`config.mk`:
```
export PLATFORM = sky130hd
export DESIGN_NAME = drc_ctrl
export DESIGN_NICKNAME = d
export VERILOG_FILES = /design/src/drc_pkg.sv /design/src/drc_ctrl.sv
export SDC_FILE = /design/constraint.sdc
export NUM_CORES = 1
export LEC_CHECK = 0
export ABC_CLOCK_PERIOD_IN_PS = 3600
export BUFFER_PORTS_ARGS = -buffer_cell sky130_fd_sc_hd__buf_2
export CORE_ASPECT_RATIO = 0.6
export CORE_MARGIN = 4
export CORE_UTILIZATION = 25
export DETAILED_ROUTE_END_ITERATION = 12
export GPL_ROUTABILITY_DRIVEN = 1
export PLACE_DENSITY_LB_ADDON = 0.2
export SLEW_MARGIN = 20
export SYNTH_ARGS = -nofsm -noshare
export SYNTH_HDL_FRONTEND = slang
export SYNTH_SLANG_ARGS = --single-unit
```
`constraint.sdc`:
```
create_clock -name clk -period 3.6 [get_ports clk]
set_clock_uncertainty 0.2 [all_clocks]
set_input_delay 0.18 -clock clk [delete_from_list [all_inputs] [get_ports clk]]
set_output_delay 0.18 -clock clk [all_outputs]
set_load 0.02 [all_outputs]
```
`src/drc_pkg.sv`:
```
// Purpose: constants and carriers for the 4k x 1 dynamic memory controller
// Assumes: 100 MHz controller clock, 10 ns period
// Notes: timing figures in ns, refresh interval in tenths of ms, cycle counts derived from them
package drc_pkg;
  localparam int CLK_NS = 10;
  localparam int ADDR_W = 12;
  localparam int COL_W = 6;
  localparam int COL_COUNT = 64;
  // least times round up, longest round down
  localparam int ADDR_HOLD_NS = 75;
  localparam int ACCESS_NS = 180;
  localparam int STROBE_OFF_NS = 160;
  localparam int READ_HIGH_NS = 220;
  localparam int WE_DELAY_NS = 160;
  localparam int WE_WIDTH_NS = 180;
  localparam int DATA_HOLD_NS = 85;
  localparam int WRITE_HIGH_NS = 490;
  localparam int REFRESH_MS_X10 = 20;
  localparam int ADDR_HOLD_CYC = (ADDR_HOLD_NS + CLK_NS - 1) / CLK_NS;
  localparam int ACCESS_CYC = (ACCESS_NS + CLK_NS - 1) / CLK_NS + 1;
  localparam int STROBE_OFF_CYC = (STROBE_OFF_NS + CLK_NS - 1) / CLK_NS;
  localparam int READ_HIGH_CYC = (READ_HIGH_NS + CLK_NS - 1) / CLK_NS;
  localparam int WE_DELAY_CYC = (WE_DELAY_NS + CLK_NS - 1) / CLK_NS;
  localparam int WE_WIDTH_CYC = (WE_WIDTH_NS + CLK_NS - 1) / CLK_NS;
  localparam int DATA_HOLD_CYC = (DATA_HOLD_NS + CLK_NS - 1) / CLK_NS;
  localparam int WRITE_HIGH_CYC = (WRITE_HIGH_NS + CLK_NS - 1) / CLK_NS;
  // full array interval, longest time rounds down
  localparam int REFRESH_CYC = REFRESH_MS_X10 * 100000 / CLK_NS;
  localparam logic [15:0] CNT_ZERO = 16'h0000;
  localparam logic [15:0] CNT_ONE = 16'h0001;
  // user request carrier
  typedef struct packed {
    logic write;
    logic rmw;
    logic wdata;
    logic [ADDR_W-1:0] addr;
  } drc_req_t;
  // pins toward the memory
  typedef struct packed {
    logic strobe;
    logic refresh_sel;
    logic write_strobe;
    logic write_bit_in;
    logic [ADDR_W-1:0] addr;
  } drc_pins_t;
endpackage

```
`src/drc_ctrl.sv`:
```
// Purpose: host controller driving a 4k x 1 dynamic memory through its pins
// Assumes: read data pin inverted and pulled high when undriven
// Notes: refresh requests win over user accesses between cycles
module drc_ctrl #(
  parameter int REFRESH_PERIOD = drc_pkg::REFRESH_CYC
) (
  input wire logic clk,
  input wire logic rst_n,
  input wire logic req_valid,
  input wire drc_pkg::drc_req_t req,
  output logic req_ready,
  output logic rsp_valid,
  output logic rsp_data,
  output drc_pkg::drc_pins_t pins,
  input wire logic read_bit_n
);
  typedef enum {S_IDLE, S_HOLD, S_WAIT, S_WE, S_WEHI, S_TAIL, S_OFF} drc_state_t;

  // one spare slot per interval absorbs a refresh delayed by a running cycle
  localparam int SPACING = REFRESH_PERIOD / (drc_pkg::COL_COUNT + 1);
  // answer flag rises two edges past the access count, one spent leaving hold and one leaving wait
  localparam int RSP_LAG = drc_pkg::ACCESS_CYC + 2;

  drc_state_t state_ff, nxt_state;
  logic [15:0] cnt_ff, nxt_cnt;
  logic [31:0] ref_cnt_ff, nxt_ref_cnt;
  logic ref_due_ff, nxt_ref_due;
  logic [drc_pkg::COL_W-1:0] col_ff, nxt_col;
  logic is_ref_ff, nxt_is_ref;
  logic do_wr_ff, nxt_do_wr;
  logic rmw_ff, nxt_rmw;
  logic wbit_ff, nxt_wbit;
  drc_pkg::drc_pins_t pins_ff, nxt_pins;
  logic ready_ff, nxt_ready;
  logic rsp_v_ff, nxt_rsp_v;
  logic rsp_d_ff, nxt_rsp_d;
  logic rd_s1_ff, rd_s2_ff;
  logic [15:0] we_len_ff, nxt_we_len;

  // two-stage synchroniser on the read data pin
  always_ff @(posedge clk or negedge rst_n) begin
    if (!rst_n) begin
      rd_s1_ff <= 1'b1;
      rd_s2_ff <= 1'b1;
    end else begin
      rd_s1_ff <= read_bit_n;
      rd_s2_ff <= rd_s1_ff;
    end
  end

  // refresh interval timer, one column every spacing
  always_comb begin
    nxt_ref_cnt = ref_cnt_ff + 32'h00000001;
    nxt_ref_due = ref_due_ff;
    if (ref_cnt_ff >= 32'(SPACING - 1)) begin
      nxt_ref_cnt = 32'h00000000;
      nxt_ref_due = 1'b1;
    end else if (state_ff == S_IDLE && ref_due_ff) begin
      nxt_ref_due = 1'b0;
    end
  end

  // cycle sequencer
  always_comb begin
    nxt_state = state_ff;
    nxt_cnt = cnt_ff;
    nxt_col = col_ff;
    nxt_is_ref = is_ref_ff;
    nxt_do_wr = do_wr_ff;
    nxt_rmw = rmw_ff;
    nxt_wbit = wbit_ff;
    nxt_pins = pins_ff;
    nxt_ready = 1'b0;
    nxt_rsp_v = 1'b0;
    nxt_rsp_d = rsp_d_ff;
    if (cnt_ff != drc_pkg::CNT_ZERO) begin
      nxt_cnt = cnt_ff - drc_pkg::CNT_ONE;
    end
    unique case (state_ff)
      S_IDLE: begin
        if (ref_due_ff) begin
          nxt_is_ref = 1'b1;
          nxt_do_wr = 1'b1;
          nxt_pins.refresh_sel = 1'b1;
          nxt_pins.addr = {{(drc_pkg::ADDR_W-drc_pkg::COL_W){1'b0}}, col_ff};
          nxt_pins.strobe = 1'b1;
          nxt_col = col_ff + 6'h01;
          nxt_cnt = 16'(drc_pkg::ADDR_HOLD_CYC);
          nxt_state = S_HOLD;
        end else if (req_valid && ready_ff) begin
          nxt_is_ref = 1'b0;
          nxt_do_wr = req.write | req.rmw;
          nxt_rmw = req.rmw;
          nxt_wbit = req.wdata;
          nxt_pins.refresh_sel = 1'b0;
          nxt_pins.addr = req.addr;
          nxt_pins.strobe = 1'b1;
          nxt_cnt = 16'(drc_pkg::ADDR_HOLD_CYC);
          nxt_state = S_HOLD;
        end else begin
          // offer ready only when no refresh will claim the next idle cycle
          nxt_ready = ~nxt_ref_due;
        end
      end
      S_HOLD: begin
        // select and address held past the strobe edge
        if (cnt_ff == drc_pkg::CNT_ZERO) begin
          nxt_state = S_WAIT;
          if (!do_wr_ff || rmw_ff) begin
            nxt_cnt = 16'(drc_pkg::ACCESS_CYC - drc_pkg::ADDR_HOLD_CYC);
          end else begin
            nxt_cnt = 16'(drc_pkg::WE_DELAY_CYC - drc_pkg::ADDR_HOLD_CYC);
          end
        end
      end
      S_WAIT: begin
        if (cnt_ff == drc_pkg::CNT_ZERO) begin
          if (!is_ref_ff && (!do_wr_ff || rmw_ff)) begin
            nxt_rsp_v = 1'b1;
            nxt_rsp_d = ~rd_s2_ff;
          end
          if (do_wr_ff) begin
            nxt_pins.write_bit_in = is_ref_ff ? 1'b0 : wbit_ff;
            nxt_pins.write_strobe = 1'b1;
            nxt_cnt = 16'(drc_pkg::WE_WIDTH_CYC);
            nxt_state = S_WE;
          end else begin
            // read holds write strobe low
            nxt_cnt = 16'(drc_pkg::READ_HIGH_CYC - drc_pkg::ACCESS_CYC);
            nxt_state = S_TAIL;
          end
        end
      end
      S_WE: begin
        if (cnt_ff == drc_pkg::CNT_ZERO) begin
          nxt_pins.write_strobe = 1'b0;
          nxt_cnt = 16'(drc_pkg::DATA_HOLD_CYC);
          nxt_state = S_WEHI;
        end
      end
      S_WEHI: begin
        if (cnt_ff == drc_pkg::CNT_ZERO) begin
          nxt_cnt = 16'(drc_pkg::WRITE_HIGH_CYC);
          nxt_state = S_TAIL;
        end
      end
      S_TAIL: begin
        if (cnt_ff == drc_pkg::CNT_ZERO) begin
          nxt_pins.strobe = 1'b0;
          nxt_pins.refresh_sel = 1'b0;
          nxt_cnt = 16'(drc_pkg::STROBE_OFF_CYC);
          nxt_state = S_OFF;
        end
      end
      S_OFF: begin
        if (cnt_ff == drc_pkg::CNT_ZERO) begin
          nxt_state = S_IDLE;
        end
      end
    endcase
  end

  // registers of the sequencer
  always_ff @(posedge clk or negedge rst_n) begin
    if (!rst_n) begin
      state_ff <= S_IDLE;
      cnt_ff <= drc_pkg::CNT_ZERO;
      ref_cnt_ff <= 32'h00000000;
      ref_due_ff <= 1'b0;
      col_ff <= 6'h00;
      is_ref_ff <= 1'b0;
      do_wr_ff <= 1'b0;
      rmw_ff <= 1'b0;
      wbit_ff <= 1'b0;
      pins_ff <= '0;
      ready_ff <= 1'b0;
      rsp_v_ff <= 1'b0;
      rsp_d_ff <= 1'b0;
    end else begin
      state_ff <= nxt_state;
      cnt_ff <= nxt_cnt;
      ref_cnt_ff <= nxt_ref_cnt;
      ref_due_ff <= nxt_ref_due;
      col_ff <= nxt_col;
      is_ref_ff <= nxt_is_ref;
      do_wr_ff <= nxt_do_wr;
      rmw_ff <= nxt_rmw;
      wbit_ff <= nxt_wbit;
      pins_ff <= nxt_pins;
      ready_ff <= nxt_ready;
      rsp_v_ff <= nxt_rsp_v;
      rsp_d_ff <= nxt_rsp_d;
    end
  end

  assign pins = pins_ff;
  assign req_ready = ready_ff;
  assign rsp_valid = rsp_v_ff;
  assign rsp_data = rsp_d_ff;

  // length of the running write strobe pulse, for the width check
  always_comb begin
    nxt_we_len = drc_pkg::CNT_ZERO;
    if (pins_ff.write_strobe) begin
      nxt_we_len = we_len_ff + drc_pkg::CNT_ONE;
    end
  end

  // register of the pulse length
  always_ff @(posedge clk or negedge rst_n) begin
    if (!rst_n) begin
      we_len_ff <= drc_pkg::CNT_ZERO;
    end else begin
      we_len_ff <= nxt_we_len;
    end
  end

  // select must not drop while strobe is high in refresh
  sel_hold_a: assert property (@(posedge clk) disable iff (!rst_n)
    (pins_ff.strobe && pins_ff.refresh_sel) |=> (pins_ff.refresh_sel || !pins_ff.strobe))
    else $error("select dropped during refresh");
  // refresh drives only column bits
  ref_addr_a: assert property (@(posedge clk) disable iff (!rst_n)
    $rose(pins_ff.strobe) && pins_ff.refresh_sel |-> pins_ff.addr[11:6] == 6'h00)
    else $error("refresh address has high bits");
  // column advances on each refresh start
  col_step_a: assert property (@(posedge clk) disable iff (!rst_n)
    $rose(pins_ff.strobe) && pins_ff.refresh_sel |-> col_ff == $past(col_ff) + 6'h01)
    else $error("column counter did not advance");
  // address stable while strobe high
  addr_stable_a: assert property (@(posedge clk) disable iff (!rst_n)
    pins_ff.strobe && $past(pins_ff.strobe) |-> $stable(pins_ff.addr))
    else $error("address changed during cycle");
  // write strobe only inside a strobed cycle
  we_inside_a: assert property (@(posedge clk) disable iff (!rst_n)
    pins_ff.write_strobe |-> pins_ff.strobe)
    else $error("write strobe outside cycle");
  // write strobe width at least the minimum
  we_width_a: assert property (@(posedge clk) disable iff (!rst_n)
    $fell(pins_ff.write_strobe) |-> we_len_ff >= 16'(drc_pkg::WE_WIDTH_CYC))
    else $error("write strobe too short");
  // read answer follows strobe rise by the access count plus two edges
  rd_time_a: assert property (@(posedge clk) disable iff (!rst_n)
    $rose(pins_ff.strobe) && !pins_ff.refresh_sel && !do_wr_ff |-> ##RSP_LAG rsp_v_ff)
    else $error("read answer late");
  // refresh cycles give no answer
  ref_quiet_a: assert property (@(posedge clk) disable iff (!rst_n)
    is_ref_ff && state_ff != S_IDLE |-> !nxt_rsp_v)
    else $error("answer during refresh");
  // a due refresh seen while idle starts at the next edge
  ref_start_a: assert property (@(posedge clk) disable iff (!rst_n)
    ref_due_ff && state_ff == S_IDLE |=> pins_ff.strobe && pins_ff.refresh_sel)
    else $error("refresh not started");
endmodule

```
# Word level (Yosys, flattened, before mapping)
# Cells that the tools add are included.
# W data, S select, Z words.
dict set report word_totals {
  output_inout_bits 19
  inputBits 19
  word_cells 107
  ff_bits 112
}
dict set report op_classes {
  reduce_logical 21
  add_sub_neg 3
  magnitude_cmp 1
  bitwise_logic 4
  mux 45
  n_eq_ne 14
}
# op count
set op_table {}
lappend op_table {{$mux W32} 9}
lappend op_table {{$pmux W32 S7} 1}
lappend op_table {{$mux W16} 8}
lappend op_table {{$eq A32 B3 Y1 const B} 3}
lappend op_table {{$pmux W16 S6} 1}
lappend op_table {{$eq A32 B2 Y1 const B} 2}
lappend op_table {{$logic_not A32 Y1} 2}
lappend op_table {{$add A32 B1 Y32 const B} 1}
lappend op_table {{$eq A32 B1 Y1 const B} 1}
lappend op_table {{$ge A32 B12 Y1 const B} 1}
lappend op_table {{$mux W12} 2}
lappend op_table {{$logic_not A16 Y1} 1}
lappend op_table {{$reduce_bool A16 Y1} 1}
lappend op_table {{$sub A16 B1 Y16 const B} 1}
lappend op_table {{$mux W1} 14}
lappend op_table {{$ne A2 B2 Y1 const B} 7}
lappend op_table {{$mux W2} 6}
lappend op_table {{$reduce_and A3 Y1} 4}
lappend op_table {{$reduce_and A7 Y1} 1}
lappend op_table {{$add A6 B1 Y6 const B} 1}
lappend op_table {{$reduce_bool A2 Y1} 3}
lappend op_table {{$mux W5} 1}
lappend op_table {{$pmux W2 S2} 1}
lappend op_table {{$reduce_and A2 Y1} 2}
lappend op_table {{other kinds (9)} 14}

# Depth between registers and ports, before layout
# Gate-level depths: netlist of run 1.
dict set report depth {
  depth_word 8
  depth_mapped 10
  ltp_nobuf 10
}

# Worst setup path before layout of run 1
# No wires, ideal clock.
dict set report synth_timing {
  path_kind {reg2reg}
  startpoint {reg cnt_ff[0]}
  endpoint {reg cnt_ff[0]}
  n_path_buf 0
  period_less_slack_ns 2.795
  arrival_time_ns 2.457
  slack_ns 0.805
  setup_ns 0.139
  required_ns 3.261
  stages_incl_launch_ff 10
  path_cell_list {dfrtp_1 inv_1 ha_1 or4b_4 nor4_4 inv_2 ha_1 a21oi_1 nor3_1 or4_1}
}
dict set report synth_between {
  elab_chain_cells 5
  word_cells_on_any_way 12
  classes_between {add/sub: 1; mux: 9; reduce/logical: 2}
}
# item line_no
set synth_rtl {}
lappend synth_rtl {{from (decl)} drc_ctrl.sv:25} ;# logic [15:0] cnt_ff, nxt_cnt;
lappend synth_rtl {{from (signal assigned)} drc_ctrl.sv:167} ;# cnt_ff <= drc_pkg::CNT_ZERO;
lappend synth_rtl {{from (signal assigned)} drc_ctrl.sv:181} ;# cnt_ff <= nxt_cnt;
lappend synth_rtl {{$sub A16 B1 Y16 / $reduce_bool A16 Y1 (equally long branches)} {drc_ctrl.sv:77, drc_ctrl.sv:76}}
lappend synth_rtl {{$mux W16} drc_ctrl.sv:76} ;# if (cnt_ff != drc_pkg::CNT_ZERO) begin
lappend synth_rtl {{$mux W16} drc_ctrl.sv:90} ;# end else if (req_valid && ready_ff) begin
lappend synth_rtl {{$mux W16} drc_ctrl.sv:81} ;# if (ref_due_ff) begin
lappend synth_rtl {{$pmux W16 S6 *} drc_ctrl.sv:79} ;# unique case (state_ff)
lappend synth_rtl {{via nxt_cnt[0]} drc_ctrl.sv:25}
# Mark *: on every way through the listed nets, which the timed path passes. The rest lies on a longest branch.
# A chain may end at the register's enable or synchronous reset.

# Final worst setup path of run 1
dict set report layout_timing {
  startpoint {reg cnt_ff[0]}
  endpoint {reg cnt_ff[5]}
}
# The elaborated chain is that of the path after synthesis.

==> results_dict.tcl, run 1 <==
set metrics [dict create \
    core.rowCount 33 \
    port_buffers 37 \
    grt_max_degree 84 \
    gp_congestion 0.8139 \
    clock_network_latency_to_the_later_pin_of_the_worst_skew_pair_ns 0.34 \
    final-max-slew-violation-count 0 \
    dp_worst_setup_slack_ns 0.6616 \
    fmaxAchievable_mhz 338.2 \
    p_per_area_nw_per_um2 656.0 \
    detail-route-antenna-nets 0 \
    synthDistinctLibCells 44 \
    floorplan.initialDensity_pct 25.86 \
    h_tree_depth 3 \
    diodes 0 \
    synth_enable_flop_cells 0 \
    synth.top_cells.by_area "sky130_fd_sc_hd__dfrtp_1 (57%), sky130_fd_sc_hd__xnor2_1 (3.9%), sky130_fd_sc_hd__nor2_1 (3.9%), sky130_fd_sc_hd__nand2_1 (2.6%), sky130_fd_sc_hd__o21ai_0 (2.5%)" \
    synth_flop_cell "sky130_fd_sc_hd__dfrtp_1" \
    total_switching_power_mw 1.005 \
    pwr-share-clk_pct 31.0 \
    global_route_wire_length_before_repair_um 12970 \
    hold_path_startpoint "req_valid" \
    min_path_type "input pin to flop" \
    core_area_um2 13830 \
    critical_path.max_stage_delay_ns 0.65 \
    cts_tree "built" \
    crit_path_frequent_cell "sky130_fd_sc_hd__nand2_1" \
    ir_worst_vdd_uv 238.7 \
    post-synth-top-count-cell "sky130_fd_sc_hd__dfrtp_1" \
    synth_area_per_cell_um2 10.81 \
    cell_internal_pwr_mw 1.980 \
    end_kind "flop" \
    route.detailed.vias_per_inst 4.185 \
    gr-usage-met1_pct 15.92 \
    cts.sinks 83 \
    die_height_um 100.7 \
    initial_antenna_violation_count 0 \
    worst_ep_required_time_ns 3.59 \
    synth-xor-area-share_pct 6.366 \
    share_of_synthesized_cell_area_in_full_adder_half_adder_and_majority_cells_pct 2.099 \
    yosys.area_share.simple_pct 19.17 \
    synthCells 331 \
    detail_route.iter0.violations 140 \
    final_critical_path_setup_slack_ns 0.6435 \
    power.combinational.fraction_pct 28.6 \
    grt-ovfl-total 0 \
    timing.critical_path.cells "inv_1, ha_1, or4b_4, nor4_1, nand2_1, nand2_1, o21ai_0" \
    synth_compound_gate_area_share_pct 8.919 \
    data_arrival_time_of_the_worst_path_ns 2.95 \
    power.leakage_nw 2.087 \
    worstPathMaxFanout 13 \
    cts_max_path_buffers 2 \
    multiplexer_share_of_the_synthesized_area_pct 2.623 \
    post_cts.repair.setup_buffers 0 \
    netlist_top_cells_count "sky130_fd_sc_hd__dfrtp_1 (81), sky130_fd_sc_hd__nor2_1 (37), sky130_fd_sc_hd__nand2_1 (25)" \
    netSwitchingFraction_pct 33.67 \
    area_growth_syn_to_layout_pct 27.21 \
    postSynthRegisterBits 83 \
    synth_warnings 0 \
    type_of_the_worst_setup_path "flop to flop" \
    critical_path_launch_point_type "flop" \
    critical_path.startpoint "cnt_ff[0]" \
    grtUsageMet3_pct 3.515 \
    cpMaxStageDelayCell "sky130_fd_sc_hd__nor4_1" \
    critPathTopFamily "simple AND/OR/NAND/NOR gates" \
    report.final.setup_viol 0 \
    via_count 2536 \
    synth_top_area_cell "sky130_fd_sc_hd__dfrtp_1" \
    die_w_um 162.4 \
    drcViolationCount 0 \
    grt_usage_pct 10.08 \
    cts_root_buffer "sky130_fd_sc_hd__clkbuf_16" \
    grt_setup_unrepaired "no" \
    io-pin-count 38 \
    syn_area_um2 3577 \
    final_tns_setup_ns 0 \
    final_hold_viol_count 0 \
    share_of_yosys_cell_area_claimed_by_the_top_area_cell_type_pct 56.66 \
    async_reset_ff_share_pct 100.0 \
    grt_pass1_vias 2485 \
    share_seq_of_total_power_pct 40.4 \
    place_hpwl_um 5307 \
    routedWlPerCell_um 12.57 \
    totalWireLength_um 7616 \
    fp.dieArea_um2 16350 \
    1st_pass_router_iterations 4 \
    tritoncts_buffer_count 9 \
    run_status "finished, final reports clean" \
    max_cap_violations 0 \
    slew-limit-headroom_pct 48.85 \
    reg2reg_launch_point "cnt_ff[0]" \
    global_route.peak_usage_layer "met1" \
    timing.final.crit_share_pct 82.13 \
    tightest_slew_ns 0.7673 \
    synth-seq-area-share_pct 58.13 \
    timing.final.crit_period_ns 2.957 \
    clk_pin_slew_ns 0.06 \
    final_net_count 434 \
    cp.buffers_inverters 1 \
    main_combinational_cell_family_by_area_after_synthesis "simple AND/OR/NAND/NOR gates" \
    drive_gt1_share_pct 17.39 \
    met2_usage_pct 12.34 \
]
flip-flops by register name, summed over array words and instances (netlist names), 3 cells and up:
name / count
col_ff: 6
pins: 16
state_ff: 3
cnt_ff: 16
ref_cnt_ff: 32
final timing paths:
check	end	slack [ns]	cells past startpoint
min reg2reg	rd_s2_ff	0.16	0
min	req_ready	0.08	4
max	cnt_ff[5]	0.64	7
max reg2reg	cnt_ff[5]	0.64	7
min in group asynchronous	ref_cnt_ff[17]	0.22	2
max in group asynchronous	cnt_ff[14]	2.42	2
worst min-delay path, stage by stage:
cell                      delay (ns)
sky130_fd_sc_hd__buf_2          0.10
sky130_fd_sc_hd__a21oi_1        0.10
sky130_fd_sc_hd__nand2_1        0.13
sky130_fd_sc_hd__nor2_1         0.07
cell type report:
type,count,area [um^2]
fill,1417,9281
sequential,83,2079
multi-input combinational,244,1476
timing repair buffer,61,414.1
clock buffer,11,242.7
tap,192,240.2
clock inverter,5,60.06
inverter,10,37.54
metal layers:
layer / vias up / wire [um]
met5: - / 0
met4: 0 / 98
met3: 9 / 301
met2: 44 / 2822
met1: 1183 / 4393
li1: 1300 / -
logic make-up (layout without fill, tap and decap cells):
logic type / count (synthesis) / count (layout)
AO/OA/AOI/OAI: 53 / 53
flip-flops: 83 / 83
multiplexers: 9 / 9
buffers and inverters: 23 / 87
adder cells (fa/ha/maj): 6 / 6
AND/OR/NAND/NOR: 130 / 130
XOR/XNOR: 26 / 26
other: 1 / 20
placed cells by master (no fill, tap or decap), types with 6 or more instances in the layout:
| master | instances |
|---|---|
| sky130_fd_sc_hd__a22o_1 | 6 |
| sky130_fd_sc_hd__o21ai_0 | 18 |
| sky130_fd_sc_hd__mux2i_1 | 6 |
| sky130_fd_sc_hd__or3_1 | 7 |
| sky130_fd_sc_hd__buf_2 | 36 |
| sky130_fd_sc_hd__a21oi_1 | 17 |
| sky130_fd_sc_hd__buf_4 | 7 |
| sky130_fd_sc_hd__xnor2_1 | 16 |
| sky130_fd_sc_hd__inv_1 | 9 |
| sky130_fd_sc_hd__ha_1 | 6 |
| sky130_fd_sc_hd__nor2_1 | 37 |
| sky130_fd_sc_hd__dfrtp_1 | 81 |
| sky130_fd_sc_hd__nand4_1 | 6 |
| sky130_fd_sc_hd__nor3_1 | 6 |
| sky130_fd_sc_hd__xor2_1 | 10 |
| sky130_fd_sc_hd__conb_1 | 20 |
| sky130_fd_sc_hd__nand2_1 | 25 |
| sky130_fd_sc_hd__clkbuf_16 | 9 |
| sky130_fd_sc_hd__dlygate4sd3_1 | 17 |
| sky130_fd_sc_hd__nor4_1 | 12 |
| sky130_fd_sc_hd__nand3_1 | 9 |
repair_timing:
item                      in CTS  in global routing
gates resized for setup        0                  0
hold buffers                  17                  0
hold endpoints to repair      97                  0
power by group through the flow:
| stage | clock [mW] | sequential [mW] | combinational, mW |
|---|---|---|---|
| 6_report | 0.926 | 1.21 | 0.854 |
| 5_1_grt | 0.996 | 1.23 | 0.957 |
| 4_1_cts | 0.960 | 1.20 | 0.855 |
| 3_5_place_dp | 0 | 1.22 | 0.834 |
| 3_3_place_gp | 0 | 1.22 | 0.836 |
| 2_1_floorplan | 0 | 1.20 | 0.616 |
stage by stage:
| stage | cell area [um^2] | util (%) | power [mW] | hold slack, ns | instances |
|---|---|---|---|---|---|
| 2_1_floorplan | 3649 | - | 1.817 | -0.3156 | 350 |
| 3_3_place_gp | 4074 | 29.45 | 2.054 | 0.08635 | 573 |
| 3_5_place_dp | 4074 | 29.45 | 2.053 | 0.08615 | 573 |
| 4_1_cts | 4547 | 32.87 | 3.018 | 0.06035 | 606 |
| 5_1_grt | 4551 | 32.90 | 3.180 | 0.1274 | 606 |
| 6_report | 4551 | 32.90 | 2.985 | 0.08353 | 606 |
No activity file was read; power rests on OpenSTA's default activity.
==> inputs of run 2 (changes only) <==
ABC_AREA = 1   (was unset)
ABC_CLOCK_PERIOD_IN_PS = 3060   (was 3600)
clock period = 3.06 ns   (was 3.6 ns; I/O delays follow)
==> run 2 against run 1 <==
Net effect: cell count grew 19%; maximum frequency grew 38%; register-to-register slack gained 0.27 ns; flip-flop and latch count is the same; non-clock buffer count shrank 7; final area grew 5.6%; hold slack gained 0.0059 ns; global-route usage grew 0.45 points; wire length grew 14%; largest power group unchanged; combinational power shrank 93%.
==> results_dict.tcl, run 2 <==
set metrics [dict create \
    yosys.area_share.simple_pct 28.50 \
    data_arrival_time_of_the_worst_path_ns 2.17 \
    synth.top_cells.by_area "sky130_fd_sc_hd__dfrtp_1 (52%), sky130_fd_sc_hd__nand2_1 (8.8%), sky130_fd_sc_hd__nor2_1 (6.4%), sky130_fd_sc_hd__nand3_1 (5.8%), sky130_fd_sc_hd__inv_1 (4.4%)" \
    1st_pass_router_iterations 4 \
    cts_root_buffer "sky130_fd_sc_hd__clkbuf_16" \
    drive_gt1_share_pct 16.79 \
    grt_pass1_vias 2901 \
    type_of_the_worst_setup_path "flop to flop" \
    synthCells 442 \
    slew-limit-headroom_pct 40.74 \
    grt_setup_unrepaired "no" \
    detail-route-antenna-nets 0 \
    worstRegToRegCells 9 \
    netlist_top_cells_count "sky130_fd_sc_hd__nand2_1 (91), sky130_fd_sc_hd__dfrtp_1 (81), sky130_fd_sc_hd__nor2_1 (66)" \
    h_tree_depth 3 \
    netSwitchingFraction_pct 22.28 \
    pwr-share-clk_pct 47.7 \
    synth_warnings 0 \
    total_switching_power_mw 0.4996 \
    die_height_um 104.3 \
    worstHoldPathCells 6 \
    cts_max_path_buffers 2 \
    synth_flop_cell "sky130_fd_sc_hd__dfrtp_1" \
    synthDistinctLibCells 40 \
    power.combinational.fraction_pct 2.5 \
    synth-seq-area-share_pct 53.77 \
    core.rowCount 34 \
    gp_congestion 0.8763 \
    min_to "req_ready" \
    fmaxAchievable_mhz 465.8 \
    routedWlPerCell_um 12.04 \
    totalWireLength_um 8693 \
    route.detailed.vias_per_inst 4.193 \
    syn_area_um2 3867 \
    run_status "finished, final reports clean" \
    regToRegSetupSlack_ns 0.91 \
    fp.dieArea_um2 17590 \
    utilization_pct 32.46 \
    drcViolationCount 0 \
    cts.sinks 83 \
    power.leakage_nw 2.330 \
    via_count 3027 \
    cts_tree "built" \
    share_of_synthesized_cell_area_in_full_adder_half_adder_and_majority_cells_pct 1.941 \
    diodes 0 \
    floorplan.initialDensity_pct 26.12 \
    reg2reg_launch_point "cnt_ff[0]" \
    ir_worst_vdd_uv 212.4 \
    core_area_um2 14800 \
    grt_max_degree 84 \
    initial_antenna_violation_count 0 \
    worstPathMaxFanout 19 \
    main_combinational_cell_family_by_area_after_synthesis "simple AND/OR/NAND/NOR gates" \
    report.final.setup_viol 0 \
    hold_path_startpoint "req_valid" \
    area_growth_syn_to_layout_pct 24.26 \
    dp.cells 689 \
    critical_path_launch_point_type "flop" \
    synth_top_area_cell "sky130_fd_sc_hd__dfrtp_1" \
    clock_network_latency_to_the_later_pin_of_the_worst_skew_pair_ns 0.34 \
    number_of_flip_flops_under_the_largest_register_name 32 \
    mostFrequentLayoutCell "sky130_fd_sc_hd__nand2_1" \
    global_route_wire_length_before_repair_um 14910 \
    synth_compound_gate_area_share_pct 6.956 \
    share_of_yosys_cell_area_claimed_by_the_top_area_cell_type_pct 52.41 \
    tritoncts_buffer_count 9 \
    share_seq_of_total_power_pct 49.8 \
    die_w_um 168.6 \
    filler_cells_inserted 1533 \
    synth_area_per_cell_um2 8.750 \
    cell_internal_pwr_mw 1.743 \
    detail_route.iter0.violations 150 \
    synth_enable_flop_cells 0 \
    clk_pin_slew_ns 0.07 \
    grt-ovfl-total 0 \
    tightest_slew_ns 0.8888 \
    worst_ep_required_time_ns 3.08 \
    cells_resized_by_post_cts_repair 0 \
    regMostFlops "ref_cnt_ff" \
    final_tns_setup_ns 0 \
    critical_path.startpoint "cnt_ff[0]" \
    grt_usage_pct 10.53 \
    end_kind "flop" \
    max_cap_violations 0 \
    timing.final.crit_period_ns 2.147 \
    postSynthRegisterBits 83 \
    timing.final.crit_share_pct 70.16 \
    min_path_type "input pin to flop" \
    p_per_area_nw_per_um2 466.7 \
    stdcell_count 722 \
    io-pin-count 38 \
    synth-xor-area-share_pct 2.265 \
    final_hold_viol_count 0 \
    post-synth-top-count-cell "sky130_fd_sc_hd__nand2_1" \
    place_hpwl_um 6249 \
    layout_common_cells "sky130_fd_sc_hd__nand2_1 (91), sky130_fd_sc_hd__dfrtp_1 (81), sky130_fd_sc_hd__nor2_1 (66)" \
    regToRegEndpoint "rsp_data" \
    multiplexer_share_of_the_synthesized_area_pct 0.8088 \
    port_buffers 37 \
    final_net_count 544 \
    final-max-slew-violation-count 0 \
    async_reset_ff_share_pct 100.0 \
]
-- run 2: changes by cell type after synthesis, moves of 9 or more --
| cell | before | now |
|---|---|---|
| sky130_fd_sc_hd__a21oi_1 | 17 | 7 |
| sky130_fd_sc_hd__clkbuf_1 | 10 | 1 |
| sky130_fd_sc_hd__inv_1 | 9 | 45 |
| sky130_fd_sc_hd__nand2_1 | 25 | 91 |
| sky130_fd_sc_hd__nand3_1 | 9 | 45 |
| sky130_fd_sc_hd__nor2_1 | 37 | 66 |
| sky130_fd_sc_hd__nor4_1 | 12 | 0 |
| sky130_fd_sc_hd__xnor2_1 | 16 | 1 |
-- run 2: metrics by stage --
stage	cell area, um^2	setup WS [ns]	hold slack, ns	power (mW)
6_report	4806	0.9131	0.08941	2.243
5_1_grt	4806	0.7335	0.1408	2.342
4_1_cts	4802	0.9511	0.08521	2.291
3_5_place_dp	4335	0.9584	0.07805	1.179
3_3_place_gp	4335	1.030	0.07522	1.177
2_1_floorplan	3939	1.086	-0.3426	1.142
-- run 2: worst max-delay path by stage --
stage / cells past startpoint / end / slack [ns]
2_1_floorplan: 10 / cnt_ff[0] / 1.09
3_3_place_gp: 9 / rsp_data / 1.03
3_5_place_dp: 9 / rsp_data / 0.96
4_1_cts: 9 / rsp_data / 0.95
5_1_grt: 9 / rsp_data / 0.73
6_report: 9 / rsp_data / 0.91
-- run 2: metal layers --
layer / up-vias / global-route usage (%) / part of all wire (%)
met1: 1408 / 16.57 / 57
li1: 1549 / - / -
met4: 0 / 2.606 / 0.92
met5: - / 0 / 0
met3: 7 / 2.962 / 4.0
met2: 63 / 13.89 / 38
-- run 2: cell type report --
type,instances,area (um^2),area share [%]
Timing Repair Buffer,54,361.6,7.524
Clock inverter,5,43.79,0.9112
Multi-Input combinational cell,323,1640,34.13
Clock buffer,11,252.7,5.259
Inverter,48,180.2,3.749
Tap cell,198,247.7,5.155
Sequential cell,83,2079,43.27
-- run 2: timing repair --
action,CTS,global route
hold buffers,17,0
buffers inserted,0,0
endpoints found under the hold margin,97,0
-- run 2: kinds of logic (layout without fill, tap and decap cells) --
group / count (synthesis) / in the layout
simple gates: 241 / 241
flops: 83 / 83
buf+inv: 55 / 118
compound gates: 43 / 43
xor+xnor: 10 / 10
fa+ha+maj: 6 / 6
mux: 3 / 3
other cells: 1 / 20
-- run 2: power groups by stage --
stage	clock [mW]	combinational (mW)	sequential (mW)
after floorplan	0	0.00544	1.14
after global placement	0	0.0402	1.14
after detailed placement	0	0.0413	1.14
after CTS	1.12	0.0582	1.12
after global routing	1.16	0.0674	1.12
final	1.07	0.0567	1.12
-- run 2: worst max-delay path, stage by stage (launching register included) --
cell                      delay, ns
sky130_fd_sc_hd__dfrtp_1       0.44
sky130_fd_sc_hd__inv_1         0.19
sky130_fd_sc_hd__ha_1          0.20
sky130_fd_sc_hd__nand3_1       0.12
sky130_fd_sc_hd__nor2_4        0.17
sky130_fd_sc_hd__nand2_4       0.16
sky130_fd_sc_hd__inv_1         0.18
sky130_fd_sc_hd__nand3_1       0.21
sky130_fd_sc_hd__nand2_1       0.10
sky130_fd_sc_hd__o21ai_1       0.06
==> inputs of run 3 (changes only) <==
ABC_CLOCK_PERIOD_IN_PS = 1850   (was 3060)
clock period = 1.85 ns   (was 3.06 ns; I/O delays follow)
==> run 3 against run 2 <==
Net effect: die area stayed put; worst setup slack worse by 0.89 ns; global-route usage increased by 0.35 points; critical endpoint is now cnt_ff[0].
==> results_dict.tcl, run 3 (synthesis gave the netlist of run 2 again) <==
set metrics [dict create \
    run_status "finished, final reports clean" \
    area_growth_syn_to_layout_pct 30.44 \
    cts_tree "built" \
    final_tns_setup_ns 0 \
    grt-ovfl-total 0 \
    die_w_um 168.6 \
    die_height_um 104.3 \
    grt_usage_pct 10.88 \
    diodes 0 \
    number_of_flip_flops_under_the_largest_register_name 32 \
    postPlaceCellArea_um2 4523 \
    fmaxAchievable_mhz 547.2 \
    worstRegToRegCells 10 \
    min_path_type "input pin to async pin" \
    max_cap_violations 0 \
    port_buffers 37 \
    worst_ep_required_time_ns 1.87 \
    io-pin-count 38 \
    route.detailed.vias_per_inst 4.255 \
    detail_route.iter0.violations 250 \
    regToRegSetupSlack_ns 0.02 \
    regToRegEndpoint "cnt_ff[0]" \
    slew-limit-headroom_pct 62.21 \
    cts.sinks 83 \
    clock_network_latency_to_the_later_pin_of_the_worst_skew_pair_ns 0.34 \
    final_hold_viol_count 0 \
    utilization_pct 34.08 \
    place_hpwl_um 6486 \
    power.leakage_nw 2.452 \
    grt_pass1_vias 2971 \
    detail-route-antenna-nets 0 \
    drcViolationCount 0 \
    fp.dieArea_um2 17590 \
    cts_root_buffer "sky130_fd_sc_hd__clkbuf_16" \
    gp_congestion 0.8566 \
    mostFrequentLayoutCell "sky130_fd_sc_hd__nand2_1" \
    critical_path_launch_point_type "flop" \
    drive_gt1_share_pct 22.49 \
    final-max-slew-violation-count 0 \
    via_count 3170 \
    final_net_count 567 \
    clk_pin_slew_ns 0.06 \
    hold-worst-slack_ns 0.1103 \
    timing.final.crit_share_pct 98.78 \
    reg2reg_launch_point "cnt_ff[0]" \
    report.final.setup_viol 0 \
    ir_worst_vdd_uv 326.2 \
    cts_max_path_buffers 2 \
    worstPathMaxFanout 7 \
    critical_path.startpoint "cnt_ff[0]" \
    grt_max_degree 84 \
    totalWireLength_um 9021 \
    report.power.total_mw 3.590 \
    timing.final.crit_period_ns 1.827 \
    tritoncts_buffer_count 9 \
    layout_common_cells "sky130_fd_sc_hd__nand2_1 (91), sky130_fd_sc_hd__dfrtp_1 (81), sky130_fd_sc_hd__nor2_1 (61)" \
    tightest_slew_ns 0.5647 \
    core.rowCount 34 \
    initial_antenna_violation_count 0 \
    end_kind "flop" \
    global_route_wire_length_before_repair_um 15250 \
    1st_pass_router_iterations 5 \
    core_area_um2 14800 \
    type_of_the_worst_setup_path "flop to flop" \
    filler_cells_inserted 1544 \
    p_per_area_nw_per_um2 711.6 \
    grt_setup_unrepaired "yes" \
    h_tree_depth 3 \
    data_arrival_time_of_the_worst_path_ns 1.85 \
    layout.cell_area.non_filler_um2 5045 \
    routedWlPerCell_um 12.11 \
    floorplan.initialDensity_pct 26.12 \
    regMostFlops "ref_cnt_ff" \
]
-- run 3: cell type report --
type	instances	area (um^2)	share of cell area, %
Clock inverter	4	26.28	0.5208
Timing Repair Buffer	77	546.8	10.84
Clock buffer	12	246.5	4.886
Tap cell	198	247.7	4.911
Sequential cell	83	2079	41.22
Inverter	48	182.7	3.621
Multi-Input combinational cell	323	1715	34.00
-- run 3: what timing repair did --
item	4_1_cts	5_1_grt
resized for setup	0	20
hold buffers	17	0
setup endpoints to repair	0	37
hold endpoints to repair	99	0
setup buffers	0	2
-- run 3: per-layer routing --
layer / track usage (%) / wire [um] / up-vias
met5: 0 / 0 / -
met4: 3.474 / 101 / 0
met3: 3.266 / 464 / 8
met2: 14.00 / 3478 / 72
met1: 16.98 / 4976 / 1495
li1: - / - / 1595
-- run 3: worst max path at each step --
| stage | to |
|---|---|
| after floorplan | cnt_ff[0] |
| after global placement | cnt_ff[6] |
| after detailed placement | ref_cnt_ff[9] |
| after CTS | cnt_ff[0] |
| after global routing | cnt_ff[0] |
| final | cnt_ff[0] |
-- run 3: metrics by stage --
step / setup slack, ns / std cells
finish: 0.02250 / 745
global route: -0.08982 / 745
CTS: 0.02058 / 743
detailed placement: 0.04682 / 710
global placement: 0.09972 / 710
floorplan: 0.002123 / 461
-- run 3: report_power, final --
group / switching [mW] / internal (mW)
logic: 0.0536 / 0.0447
registers: 0.00663 / 1.84
clock network: 0.697 / 0.947
-- run 3: worst max-delay path: stages, from the launching register on --
cell	delay, ns
sky130_fd_sc_hd__dfrtp_1	0.39
sky130_fd_sc_hd__inv_2	0.09
sky130_fd_sc_hd__ha_4	0.14
sky130_fd_sc_hd__nand3_2	0.09
sky130_fd_sc_hd__nor2_4	0.16
sky130_fd_sc_hd__nand2_4	0.10
sky130_fd_sc_hd__ha_1	0.20
sky130_fd_sc_hd__nand2_1	0.06
sky130_fd_sc_hd__o21ai_1	0.07
sky130_fd_sc_hd__nor2_1	0.13
sky130_fd_sc_hd__nand2_1	0.08
